File: config.mk
export PLATFORM = sky130hd
export DESIGN_NAME = tsm_trigger_masks
export DESIGN_NICKNAME = d
export VERILOG_FILES = /design/src/design/tsm_pkg.sv /design/src/design/tsm_or_stage.sv /design/src/design/tsm_and_stage.sv /design/src/design/tsm_trigger_masks.sv
export SDC_FILE = /design/constraint.sdc
export NUM_CORES = 1
export LEC_CHECK = 0
export ABC_AREA = 1
export BUFFER_PORTS_ARGS = -buffer_cell sky130_fd_sc_hd__buf_4
export CAP_MARGIN = 40
export CORE_MARGIN = 1.5
export CORE_UTILIZATION = 55
export CTS_CLUSTER_DIAMETER = 50
export CTS_CLUSTER_SIZE = 25
export DETAILED_ROUTE_END_ITERATION = 6
export PLACE_DENSITY_LB_ADDON = 0.3
export SYNTH_ARGS = -nofsm -noshare
export SYNTH_HDL_FRONTEND = slang
export SYNTH_SLANG_ARGS = --single-unit
File: constraint.sdc
create_clock -name sys_clk -period 5.1 [get_ports sys_clk]
set_input_delay 0.255 -clock sys_clk [delete_from_list [all_inputs] [get_ports sys_clk]]
set_output_delay 0.255 -clock sys_clk [all_outputs]
set_load 0.005 [all_outputs]
File: src/design/tsm_pkg.sv
// Constants for the trigger source mask block: register offsets, bit positions,
// reset values and capability defaults.
// Assumes every user writes package::name; nothing is imported.
package tsm_pkg;
  localparam int unsigned ADDR_W = 16;
  localparam int unsigned DATA_W = 32;
  localparam int unsigned CHAN_N = 32;

  // Register offsets, as register numbers
  localparam logic [15:0] GENERAL_OR_CAPABILITY_ADDR = 16'h9dd0;
  localparam logic [15:0] GENERAL_OR_SELECT_ADDR = 16'h9dda;
  localparam logic [15:0] AND_MASK_CAPABILITY_ADDR = 16'h9de4;
  localparam logic [15:0] GENERAL_AND_SELECT_ADDR = 16'h9dee;
  localparam logic [15:0] CHANNEL_OR_CAPABILITY_ADDR = 16'h9e02;
  localparam logic [15:0] CHANNEL_OR_SELECT_ADDR = 16'h9e0c;
  localparam logic [15:0] CHANNEL_AND_CAPABILITY_ADDR = 16'h9e16;
  localparam logic [15:0] CHANNEL_AND_SELECT_ADDR = 16'h9e20;

  // Source bit positions in the general masks
  localparam int unsigned SOFTWARE_SOURCE_BIT = 0;
  localparam int unsigned EXTERNAL_INPUT0_BIT = 1;
  localparam int unsigned CHASSIS_LINE0_BIT = 20;
  localparam int unsigned CHASSIS_LINE7_BIT = 27;
  localparam int unsigned CHASSIS_STAR_BIT = 28;
  localparam int unsigned CHASSIS_DIFF_STAR_B_BIT = 29;
  localparam int unsigned CHASSIS_LINE_N = 8;

  localparam logic [31:0] NO_SOURCE_VALUE = 32'h0000_0000;
  localparam logic [31:0] GENERAL_OR_RESET = 32'h0000_0001;
  localparam logic [31:0] GENERAL_AND_RESET = 32'h0000_0000;
  localparam logic [31:0] CHANNEL_OR_RESET = 32'h0000_0000;
  localparam logic [31:0] CHANNEL_AND_RESET = 32'h0000_0000;

  // Capability defaults: software (OR only), ext0, chassis lines, star, diff star B
  localparam logic [31:0] GENERAL_OR_CAP_DEFAULT = 32'h3ff0_0003;
  localparam logic [31:0] GENERAL_AND_CAP_DEFAULT = 32'h3ff0_0002;
  localparam logic [31:0] CHANNEL_CAP_DEFAULT = 32'hffff_ffff;
endpackage

File: src/design/tsm_or_stage.sv
// OR stage of the trigger masks: any enabled source whose condition holds.
// Assumes conditions are on the same clock as the caller.
`timescale 1ns/1ns
`default_nettype none
module tsm_or_stage #(
  parameter int unsigned WIDTH = 64
) (
  input wire logic [WIDTH-1:0] mask,
  input wire logic [WIDTH-1:0] cond,
  output logic hit
);
  logic [WIDTH-1:0] sel;

  // One enable bit per source
  assign sel = mask & cond;
  // Empty mask passes true so the AND that follows is not blocked
  assign hit = (mask == '0) | (|sel);
endmodule
`default_nettype wire

File: src/design/tsm_and_stage.sv
// AND stage of the trigger masks: all enabled sources must hold together.
// Assumes conditions are on the same clock as the caller.
`timescale 1ns/1ns
`default_nettype none
module tsm_and_stage #(
  parameter int unsigned WIDTH = 64
) (
  input wire logic [WIDTH-1:0] mask,
  input wire logic [WIDTH-1:0] cond,
  output logic hit
);
  logic [WIDTH-1:0] ok;

  genvar i;
  generate
    for (i = 0; i < WIDTH; i++) begin : g_bit
      // Unselected sources never block
      assign ok[i] = ~mask[i] | cond[i];
    end
  endgenerate

  // An empty mask makes ok all ones here, hence true
  assign hit = &ok;
endmodule
`default_nettype wire

File: src/design/tsm_trigger_masks.sv
// Top of the trigger source masks: mask registers, capability registers,
// OR and AND stages and the registered trigger output.
// Assumes source conditions and register port are on sys_clk.
//
// What this block does
// - After reset the general OR mask holds only the software source.
// - Bit 0 of the general OR mask selects the software trigger, firing right after arming.
// - A 32-bit read/write channel OR mask enables data channel n with bit n.
// - A read-only channel OR capability mask shows which channels can be used.
// - Each mask holds one bit per source so any mix is set with one write.
// - A mask with nothing enabled yields true; the two OR masks do so only when both are empty.
// - The AND stage is a general AND mask plus a separate channel AND mask.
// - Every source but the software trigger has an AND bit; software has none.
// - The general AND mask is read/write, zero selects nothing and bit 1 is external input 0.
// - Chassis lines 0 to 7 sit at bits 20 to 27 of the general AND mask.
// - Chassis star sits at bit 28 and differential star B at bit 29.
// - A read-only general AND capability mask shows the available sources.
// - Data lines join pattern matching through a channel AND mask, one bit per channel.
`timescale 1ns/1ns
`default_nettype none
module tsm_trigger_masks #(
  parameter logic [31:0] GENERAL_OR_CAP = tsm_pkg::GENERAL_OR_CAP_DEFAULT,
  parameter logic [31:0] GENERAL_AND_CAP = tsm_pkg::GENERAL_AND_CAP_DEFAULT,
  parameter logic [31:0] CHANNEL_OR_CAP = tsm_pkg::CHANNEL_CAP_DEFAULT,
  parameter logic [31:0] CHANNEL_AND_CAP = tsm_pkg::CHANNEL_CAP_DEFAULT
) (
  input wire logic sys_clk,
  input wire logic rst_n,
  input wire logic [15:0] reg_addr,
  input wire logic reg_wr,
  input wire logic reg_rd,
  input wire logic [31:0] reg_wdata,
  output logic [31:0] reg_rdata,
  output logic reg_ack,
  input wire logic trigger_armed,
  input wire logic [31:0] data_line_cond,
  input wire logic external_input0_cond,
  input wire logic [7:0] chassis_line_cond,
  input wire logic chassis_star_cond,
  input wire logic chassis_diff_star_b_cond,
  output logic trigger_out,
  output logic or_stage_hit,
  output logic and_stage_hit
);
  logic rst_meta_q;
  logic rst_sync_q;
  logic [31:0] general_or_select_q;
  logic [31:0] general_and_select_q;
  logic [31:0] channel_or_select_q;
  logic [31:0] channel_and_select_q;
  logic [31:0] reg_rdata_q;
  logic [31:0] reg_rdata_d;
  logic reg_ack_q;
  logic trigger_q;
  logic trigger_d;
  logic or_hit_q;
  logic and_hit_q;
  logic [31:0] general_cond;
  logic [31:0] gen_or_live;
  logic [31:0] gen_and_live;
  logic [31:0] chan_or_live;
  logic [31:0] chan_and_live;
  logic or_hit;
  logic and_hit;
  logic software_selected;

  // Reset release through two flops
  always_ff @(posedge sys_clk or negedge rst_n) begin
    if (!rst_n) begin
      rst_meta_q <= 1'b0;
      rst_sync_q <= 1'b0;
    end else begin
      rst_meta_q <= 1'b1;
      rst_sync_q <= rst_meta_q;
    end
  end

  // Per-source conditions in general mask layout
  always_comb begin
    general_cond = tsm_pkg::NO_SOURCE_VALUE;
    general_cond[tsm_pkg::SOFTWARE_SOURCE_BIT] = trigger_armed;
    general_cond[tsm_pkg::EXTERNAL_INPUT0_BIT] = external_input0_cond;
    general_cond[tsm_pkg::CHASSIS_LINE7_BIT:tsm_pkg::CHASSIS_LINE0_BIT] = chassis_line_cond;
    general_cond[tsm_pkg::CHASSIS_STAR_BIT] = chassis_star_cond;
    general_cond[tsm_pkg::CHASSIS_DIFF_STAR_B_BIT] = chassis_diff_star_b_cond;
  end

  // Mask registers; writes keep only implemented bits
  always_ff @(posedge sys_clk or negedge rst_sync_q) begin
    if (!rst_sync_q) begin
      general_or_select_q <= tsm_pkg::GENERAL_OR_RESET;
      general_and_select_q <= tsm_pkg::GENERAL_AND_RESET;
      channel_or_select_q <= tsm_pkg::CHANNEL_OR_RESET;
      channel_and_select_q <= tsm_pkg::CHANNEL_AND_RESET;
    end else if (reg_wr) begin
      case (reg_addr)
        tsm_pkg::GENERAL_OR_SELECT_ADDR: begin
          general_or_select_q <= reg_wdata & GENERAL_OR_CAP;
        end
        tsm_pkg::GENERAL_AND_SELECT_ADDR: begin
          general_and_select_q <= reg_wdata & GENERAL_AND_CAP;
        end
        tsm_pkg::CHANNEL_OR_SELECT_ADDR: begin
          channel_or_select_q <= reg_wdata & CHANNEL_OR_CAP;
        end
        tsm_pkg::CHANNEL_AND_SELECT_ADDR: begin
          channel_and_select_q <= reg_wdata & CHANNEL_AND_CAP;
        end
        default: begin
        end
      endcase
    end
  end

  // Read mux; unmapped addresses read zero
  always_comb begin
    case (reg_addr)
      tsm_pkg::GENERAL_OR_CAPABILITY_ADDR: reg_rdata_d = GENERAL_OR_CAP;
      tsm_pkg::GENERAL_OR_SELECT_ADDR: reg_rdata_d = general_or_select_q;
      tsm_pkg::AND_MASK_CAPABILITY_ADDR: reg_rdata_d = GENERAL_AND_CAP;
      tsm_pkg::GENERAL_AND_SELECT_ADDR: reg_rdata_d = general_and_select_q;
      tsm_pkg::CHANNEL_OR_CAPABILITY_ADDR: reg_rdata_d = CHANNEL_OR_CAP;
      tsm_pkg::CHANNEL_OR_SELECT_ADDR: reg_rdata_d = channel_or_select_q;
      tsm_pkg::CHANNEL_AND_CAPABILITY_ADDR: reg_rdata_d = CHANNEL_AND_CAP;
      tsm_pkg::CHANNEL_AND_SELECT_ADDR: reg_rdata_d = channel_and_select_q;
      default: reg_rdata_d = 32'h0000_0000;
    endcase
  end

  always_ff @(posedge sys_clk or negedge rst_sync_q) begin
    if (!rst_sync_q) begin
      reg_rdata_q <= 32'h0000_0000;
      reg_ack_q <= 1'b0;
    end else begin
      reg_ack_q <= reg_rd | reg_wr;
      if (reg_rd) begin
        reg_rdata_q <= reg_rdata_d;
      end
    end
  end

  // Capability gating again, in case of a narrower capability at build
  assign gen_or_live = general_or_select_q & GENERAL_OR_CAP;
  assign gen_and_live = general_and_select_q & GENERAL_AND_CAP &
    ~(32'h0000_0001 << tsm_pkg::SOFTWARE_SOURCE_BIT);
  assign chan_or_live = channel_or_select_q & CHANNEL_OR_CAP;
  assign chan_and_live = channel_and_select_q & CHANNEL_AND_CAP;
  assign software_selected = gen_or_live[tsm_pkg::SOFTWARE_SOURCE_BIT];

  // Software source left out of the OR stage; it bypasses it below
  tsm_or_stage #(
    .WIDTH(64)
  ) u_or_stage (
    .mask({chan_or_live, gen_or_live & ~(32'h0000_0001 << tsm_pkg::SOFTWARE_SOURCE_BIT)}),
    .cond({data_line_cond, general_cond}),
    .hit(or_hit)
  );

  // General AND plus channel AND mask
  tsm_and_stage #(
    .WIDTH(64)
  ) u_and_stage (
    .mask({chan_and_live, gen_and_live}),
    .cond({data_line_cond, general_cond}),
    .hit(and_hit)
  );

  // Software source dominates everything once armed
  assign trigger_d = trigger_armed & (software_selected | (or_hit & and_hit));

  always_ff @(posedge sys_clk or negedge rst_sync_q) begin
    if (!rst_sync_q) begin
      trigger_q <= 1'b0;
      or_hit_q <= 1'b0;
      and_hit_q <= 1'b0;
    end else begin
      trigger_q <= trigger_d;
      or_hit_q <= or_hit;
      and_hit_q <= and_hit;
    end
  end

  assign reg_rdata = reg_rdata_q;
  assign reg_ack = reg_ack_q;
  assign trigger_out = trigger_q;
  assign or_stage_hit = or_hit_q;
  assign and_stage_hit = and_hit_q;

  property p_or_default;
    @(posedge sys_clk) disable iff (!rst_sync_q)
      $rose(rst_sync_q) |-> general_or_select_q == tsm_pkg::GENERAL_OR_RESET;
  endproperty
  a_or_default: assert property (p_or_default) else $error("OR mask not software after reset");

  property p_sw_fires;
    @(posedge sys_clk) disable iff (!rst_sync_q)
      (trigger_armed && general_or_select_q[0] && (GENERAL_OR_CAP[0] == 1'b1)) |=> trigger_q;
  endproperty
  a_sw_fires: assert property (p_sw_fires) else $error("software source did not fire");

  property p_no_sw_and;
    @(posedge sys_clk) disable iff (!rst_sync_q)
      reg_wr && reg_addr == tsm_pkg::GENERAL_AND_SELECT_ADDR |=> !general_and_select_q[0];
  endproperty
  a_no_sw_and: assert property (p_no_sw_and) else $error("software bit stored in AND mask");

  property p_chan_or_write;
    @(posedge sys_clk) disable iff (!rst_sync_q)
      reg_wr && reg_addr == tsm_pkg::CHANNEL_OR_SELECT_ADDR |=>
        channel_or_select_q == ($past(reg_wdata) & CHANNEL_OR_CAP);
  endproperty
  a_chan_or_write: assert property (p_chan_or_write) else $error("channel OR mask write lost");

  property p_empty_true;
    @(posedge sys_clk) disable iff (!rst_sync_q)
      (trigger_armed && general_or_select_q == '0 && general_and_select_q == '0 &&
        channel_or_select_q == '0 && channel_and_select_q == '0) |=> trigger_q;
  endproperty
  a_empty_true: assert property (p_empty_true) else $error("empty masks blocked trigger");

  property p_and_blocks_ext;
    @(posedge sys_clk) disable iff (!rst_sync_q)
      (!general_or_select_q[0] && general_and_select_q[1] && !external_input0_cond) |=> !trigger_q;
  endproperty
  a_and_blocks_ext: assert property (p_and_blocks_ext) else $error("ext0 AND bit did not gate");

  property p_and_blocks_chassis;
    @(posedge sys_clk) disable iff (!rst_sync_q)
      (!general_or_select_q[0] && general_and_select_q[20] && !chassis_line_cond[0]) |=> !trigger_q;
  endproperty
  a_and_blocks_chassis: assert property (p_and_blocks_chassis) else $error("chassis line 0 did not gate");

  property p_and_blocks_star;
    @(posedge sys_clk) disable iff (!rst_sync_q)
      (!general_or_select_q[0] && general_and_select_q[28] && !chassis_star_cond) |=> !trigger_q;
  endproperty
  a_and_blocks_star: assert property (p_and_blocks_star) else $error("star line did not gate");

  property p_chan_and_blocks;
    @(posedge sys_clk) disable iff (!rst_sync_q)
      (!general_or_select_q[0] && channel_and_select_q[3] && !data_line_cond[3]) |=> !trigger_q;
  endproperty
  a_chan_and_blocks: assert property (p_chan_and_blocks) else $error("channel AND bit did not gate");

  property p_and_cap_read;
    @(posedge sys_clk) disable iff (!rst_sync_q)
      reg_rd && reg_addr == tsm_pkg::AND_MASK_CAPABILITY_ADDR |=> reg_ack_q && reg_rdata_q == GENERAL_AND_CAP;
  endproperty
  a_and_cap_read: assert property (p_and_cap_read) else $error("AND capability read wrong");

  property p_chan_cap_read;
    @(posedge sys_clk) disable iff (!rst_sync_q)
      reg_rd && reg_addr == tsm_pkg::CHANNEL_OR_CAPABILITY_ADDR |=> reg_rdata_q == CHANNEL_OR_CAP;
  endproperty
  a_chan_cap_read: assert property (p_chan_cap_read) else $error("channel OR capability read wrong");

  property p_unarmed_quiet;
    @(posedge sys_clk) disable iff (!rst_sync_q)
      !trigger_armed |=> !trigger_q;
  endproperty
  a_unarmed_quiet: assert property (p_unarmed_quiet) else $error("trigger while not armed");

  property p_cap_gate;
    @(posedge sys_clk) disable iff (!rst_sync_q)
      (general_and_select_q & ~GENERAL_AND_CAP) == '0 && (channel_or_select_q & ~CHANNEL_OR_CAP) == '0;
  endproperty
  a_cap_gate: assert property (p_cap_gate) else $error("unimplemented mask bit stored");

  property p_and_blocks_diff_star;
    @(posedge sys_clk) disable iff (!rst_sync_q)
      (!general_or_select_q[0] && general_and_select_q[29] && !chassis_diff_star_b_cond) |=> !trigger_q;
  endproperty
  a_and_blocks_diff_star: assert property (p_and_blocks_diff_star) else $error("diff star B did not gate");

  property p_chan_or_fires;
    @(posedge sys_clk) disable iff (!rst_sync_q)
      (trigger_armed && channel_or_select_q[0] && data_line_cond[0] && and_hit) |=> trigger_q;
  endproperty
  a_chan_or_fires: assert property (p_chan_or_fires) else $error("channel OR source did not fire");

  property p_chan_and_write;
    @(posedge sys_clk) disable iff (!rst_sync_q)
      reg_wr && reg_addr == tsm_pkg::CHANNEL_AND_SELECT_ADDR |=>
        channel_and_select_q == ($past(reg_wdata) & CHANNEL_AND_CAP);
  endproperty
  a_chan_and_write: assert property (p_chan_and_write) else $error("channel AND mask write lost");

  property p_access_ack;
    @(posedge sys_clk) disable iff (!rst_sync_q)
      (reg_wr || reg_rd) |=> reg_ack_q;
  endproperty
  a_access_ack: assert property (p_access_ack) else $error("register access not answered");

  c_sw_trigger: cover property (@(posedge sys_clk) disable iff (!rst_sync_q)
    trigger_armed && software_selected ##1 trigger_q);
  c_ext_or: cover property (@(posedge sys_clk) disable iff (!rst_sync_q)
    !software_selected && gen_or_live[1] && external_input0_cond && trigger_armed ##1 trigger_q);
  c_pattern: cover property (@(posedge sys_clk) disable iff (!rst_sync_q)
    !software_selected && chan_and_live[3:0] == 4'hf && and_hit && trigger_armed ##1 trigger_q);
  c_cap_read: cover property (@(posedge sys_clk) disable iff (!rst_sync_q)
    reg_rd && reg_addr == tsm_pkg::AND_MASK_CAPABILITY_ADDR ##1 reg_ack_q);
endmodule
`default_nettype wire

==> impl_metrics.json <==
{
  "core_mm2": 0.0119,
  "critPathSlowestCell": "nor2_1",
  "synth_top_family_by_area": "simple AND/OR/NAND/NOR gates",
  "grt_pass1_vias": 5755,
  "drtAntennaViolNets": 0,
  "wl_per_cell_um": 15.6,
  "pin_count": 132,
  "die_area_mm2": 0.0128,
  "p_sw_w": 0.000534,
  "gp_congestion": 0.865,
  "syn_area_mm2": 0.00667,
  "cts-buffers-inserted": 17,
  "max-clock-path-buffers": 2,
  "finClkSkew_ns": 0.00887,
  "ir_worst_vdd_v": 0.000208,
  "drive_above_1_share": 0.250,
  "grt_pass1_wl_mm": 28.6,
  "ys_ff_latch": 125,
  "numPortBuffers": 131,
  "grt_max_degree": 65,
  "path_max_fanout": 64,
  "htreeDepth": 4,
  "setup_viol": 0,
  "tightestPinTransition_ns": 0.900,
  "synth_cell_types": 29,
  "p_comb_frac": 0.062,
  "reg2reg_slack_ns": 3.53,
  "ctsResizeCount": 0,
  "synth_compound_area_frac": 0.123,
  "synth_mux_area_frac": 0,
  "startpoint_type": "primary input",
  "nets": 1079,
  "min_path_cells": 3,
  "hp-class": "in2reg",
  "syn_area_per_cell_um2": 7.74,
  "arrival_ns": 2.82,
  "synth_adder_area_share": 0,
  "cts_setup_buffers": 0,
  "setup_tns_ns": 0,
  "finalCritPeriodShare": 0.499,
  "cpPeakStageDelay_ns": 0.71,
  "rr_endpoint": "trigger_out",
  "die_w_um": 113,
  "internal_power_w": 0.00189,
  "grt_setup_unrepaired": "no",
  "drt_pass1_iterations": 5,
  "die_h_um": 113,
  "synth_cells": 862,
  "holdPathEnd": "trigger_out",
  "grt_use_total": 0.287,
  "synthSimpleGateAreaFrac": 0.313,
  "clk-insertion-delay-late_ns": 0.42,
  "layout_min_cycle_time_ns": 2.55,
  "synth_nets": 958,
  "drv_cap": 0,
  "routed_via_density": 5.41,
  "cts-root-buf": "clkbuf_16",
  "cp.required_ns": 5.37,
  "seq_power_share": 0.417,
  "path_cells": "buf_4 -> nor2_2 -> nand3_1 -> nor2_1 -> and2_1 -> buf_8 -> nand2_4 -> nand2_1 -> o21ai_2",
  "power_w": 0.00242,
  "grt-ovfl-total": 0,
  "cts_hold_buffers": 1,
  "hold_path_startpoint": "trigger_armed",
  "num_antenna_cells": 0,
  "r2r_start": "chan_and_live[21]",
  "yosysWarnings": 0,
  "slew_viol_final": 0,
  "worstRegToRegCells": 9,
  "hold_violations": 0,
  "status": "complete, no violations",
  "antenna_found_initial": 0,
  "cts_sinks": 125,
  "path_class": "in2reg",
  "routed_wl_mm": 17.8,
  "p_sw_frac": 0.221,
  "fmax_ghz": 0.393,
  "vias": 6185,
  "syn_to_final_growth_pct": 23.9,
  "power_frac_clock": 0.521,
  "start_util": 0.560,
  "ys_seq_area_frac": 0.469,
  "row_count": 40,
  "synthXorXnorAreaFrac": 0,
  "p_leak_nw": 4.35,
  "clk_pin_slew_ns": 0.06,
  "p_per_area_mw_per_mm2": 293,
  "relSlewSlack": 0.398,
  "drtIter0Drc": 565,
  "worstSetupEndpointType": "flop",
  "dp_hpwl_mm": 12.1,
  "drc": 0,
  "cts_tree": "yes"
}
## power by group through the flow
stage / clock (W) / sequential [W] / combinational (W)
4_1_cts: 0.00126 / 0.00101 / 0.000151
5_1_grt: 0.00132 / 0.00101 / 0.000165
3_3_place_gp: 0 / 0.00103 / 0.000138
3_5_place_dp: 0 / 0.00103 / 0.000150
6_report: 0.00126 / 0.00101 / 0.000151
2_1_floorplan: 0 / 0.00104 / 0.0000417
## synth_stat cells
cell type | instances | share of area
o21ai_2 | 63 | 0.083
buf_1 | 1 | 0.00056
nand3_1 | 55 | 0.041
or2_2 | 1 | 0.00094
buf_4 | 4 | 0.0045
clkbuf_1 | 10 | 0.0056
nand4_1 | 25 | 0.023
buf_2 | 4 | 0.0030
nor2_4 | 3 | 0.0051
nor3b_1 | 2 | 0.0023
nor2_2 | 3 | 0.0028
inv_1 | 87 | 0.049
dfrtp_1 | 124 | 0.47
buf_6 | 16 | 0.027
nand2_1 | 305 | 0.17
o21ai_1 | 21 | 0.016
dfstp_2 | 1 | 0.0039
nor3_1 | 2 | 0.0015
nor3_2 | 1 | 0.0015
nor2_1 | 89 | 0.050
nand3_2 | 1 | 0.0015
conb_1 | 1 | 0.00056
buf_8 | 2 | 0.0045
nand2_2 | 1 | 0.00094
a21oi_1 | 9 | 0.0068
and2_1 | 2 | 0.0019
nand2_4 | 3 | 0.0051
and2_4 | 2 | 0.0026
o21ai_0 | 24 | 0.018
## layout by cell type (no fill, tap or decap), types with 2 or more instances in the layout
cell | Yosys | routed
nor3b_1 | 2 | 2
nand3_1 | 55 | 55
clkbuf_8 | 0 | 4
nor3_1 | 2 | 2
and2_4 | 2 | 2
nand4_1 | 25 | 25
a21oi_1 | 9 | 9
nand2_4 | 3 | 3
nor2_2 | 3 | 3
buf_4 | 4 | 135
bufinv_16 | 0 | 3
inv_1 | 87 | 87
o21ai_1 | 21 | 21
o21ai_2 | 63 | 63
nor2_1 | 89 | 89
nand2_1 | 305 | 305
clkinvlp_4 | 0 | 3
and2_1 | 2 | 2
o21ai_0 | 24 | 24
clkbuf_16 | 0 | 17
dfrtp_1 | 124 | 123
nor2_4 | 3 | 3
clkinv_2 | 0 | 3
## through the flow
step / utilization / hold WS (ns) / worst slack, ns / cells / area (µm²)
finish: 0.693 / 0.0940 / 2.55 / 1143 / 8260
global route: 0.693 / 0.0959 / 2.43 / 1143 / 8260
CTS: 0.693 / 0.0932 / 2.64 / 1142 / 8250
detailed placement: 0.640 / 0.0395 / 2.26 / 1109 / 7620
global placement: 0.634 / 0.0380 / 1.91 / 1105 / 7550
floorplan: - / -0.0406 / 1.36 / 862 / 6670
## cell families (layout without fill, tap and decap cells)
family          Yosys count  in the layout
simple gates            495            495
flops                   125            125
buf+inv                 124            258
compound gates          117            117
other cells               1              1
## state kept, by name, summed over array words and instances, names as in the netlist
name	flops
or_stage_hit	1
rst_sync_q	1
trigger_out	1
reg_rdata	32
and_stage_hit	1
reg_ack	1
chan_and_live	32
chan_or_live	32
rst_meta_q	1
general_and_select_q	11
general_or_select_q	12
## routing by layer
layer / track usage / routed length, µm / up-vias
met5: 0 / 0 / -
met1: 0.392 / 7700 / 2886
li1: - / - / 2970
met2: 0.454 / 8290 / 294
met3: 0.0637 / 1470 / 35
met4: 0.103 / 385 / 0
## final cells by class
type	count	area, µm²
multi-input combinational	613	2910
inverter	87	327
clock inverter	10	136
fill	978	3650
clock buffer	22	484
timing repair buffer	139	1090
sequential	125	3130
tap	147	184
## worst max-delay path by stage
| stage | from | end | cells after the start |
|---|---|---|---|
| 3_5_place_dp | reg_addr[0] | chan_or_live[13] | 9 |
| 4_1_cts | reg_addr[0] | chan_or_live[10] | 9 |
| 3_3_place_gp | reg_addr[6] | chan_or_live[27] | 8 |
| 2_1_floorplan | rst_sync_q | and_stage_hit | 0 |
| 6_report | reg_addr[0] | chan_or_live[10] | 9 |
| 5_1_grt | reg_addr[0] | chan_or_live[12] | 9 |
## critical path: cells and delay by family
kind,cells,cell delay (ns)
compound gates,1,0.08
buf+inv,2,0.34
simple gates,6,2.10
(Power assumes the default switching activity.)
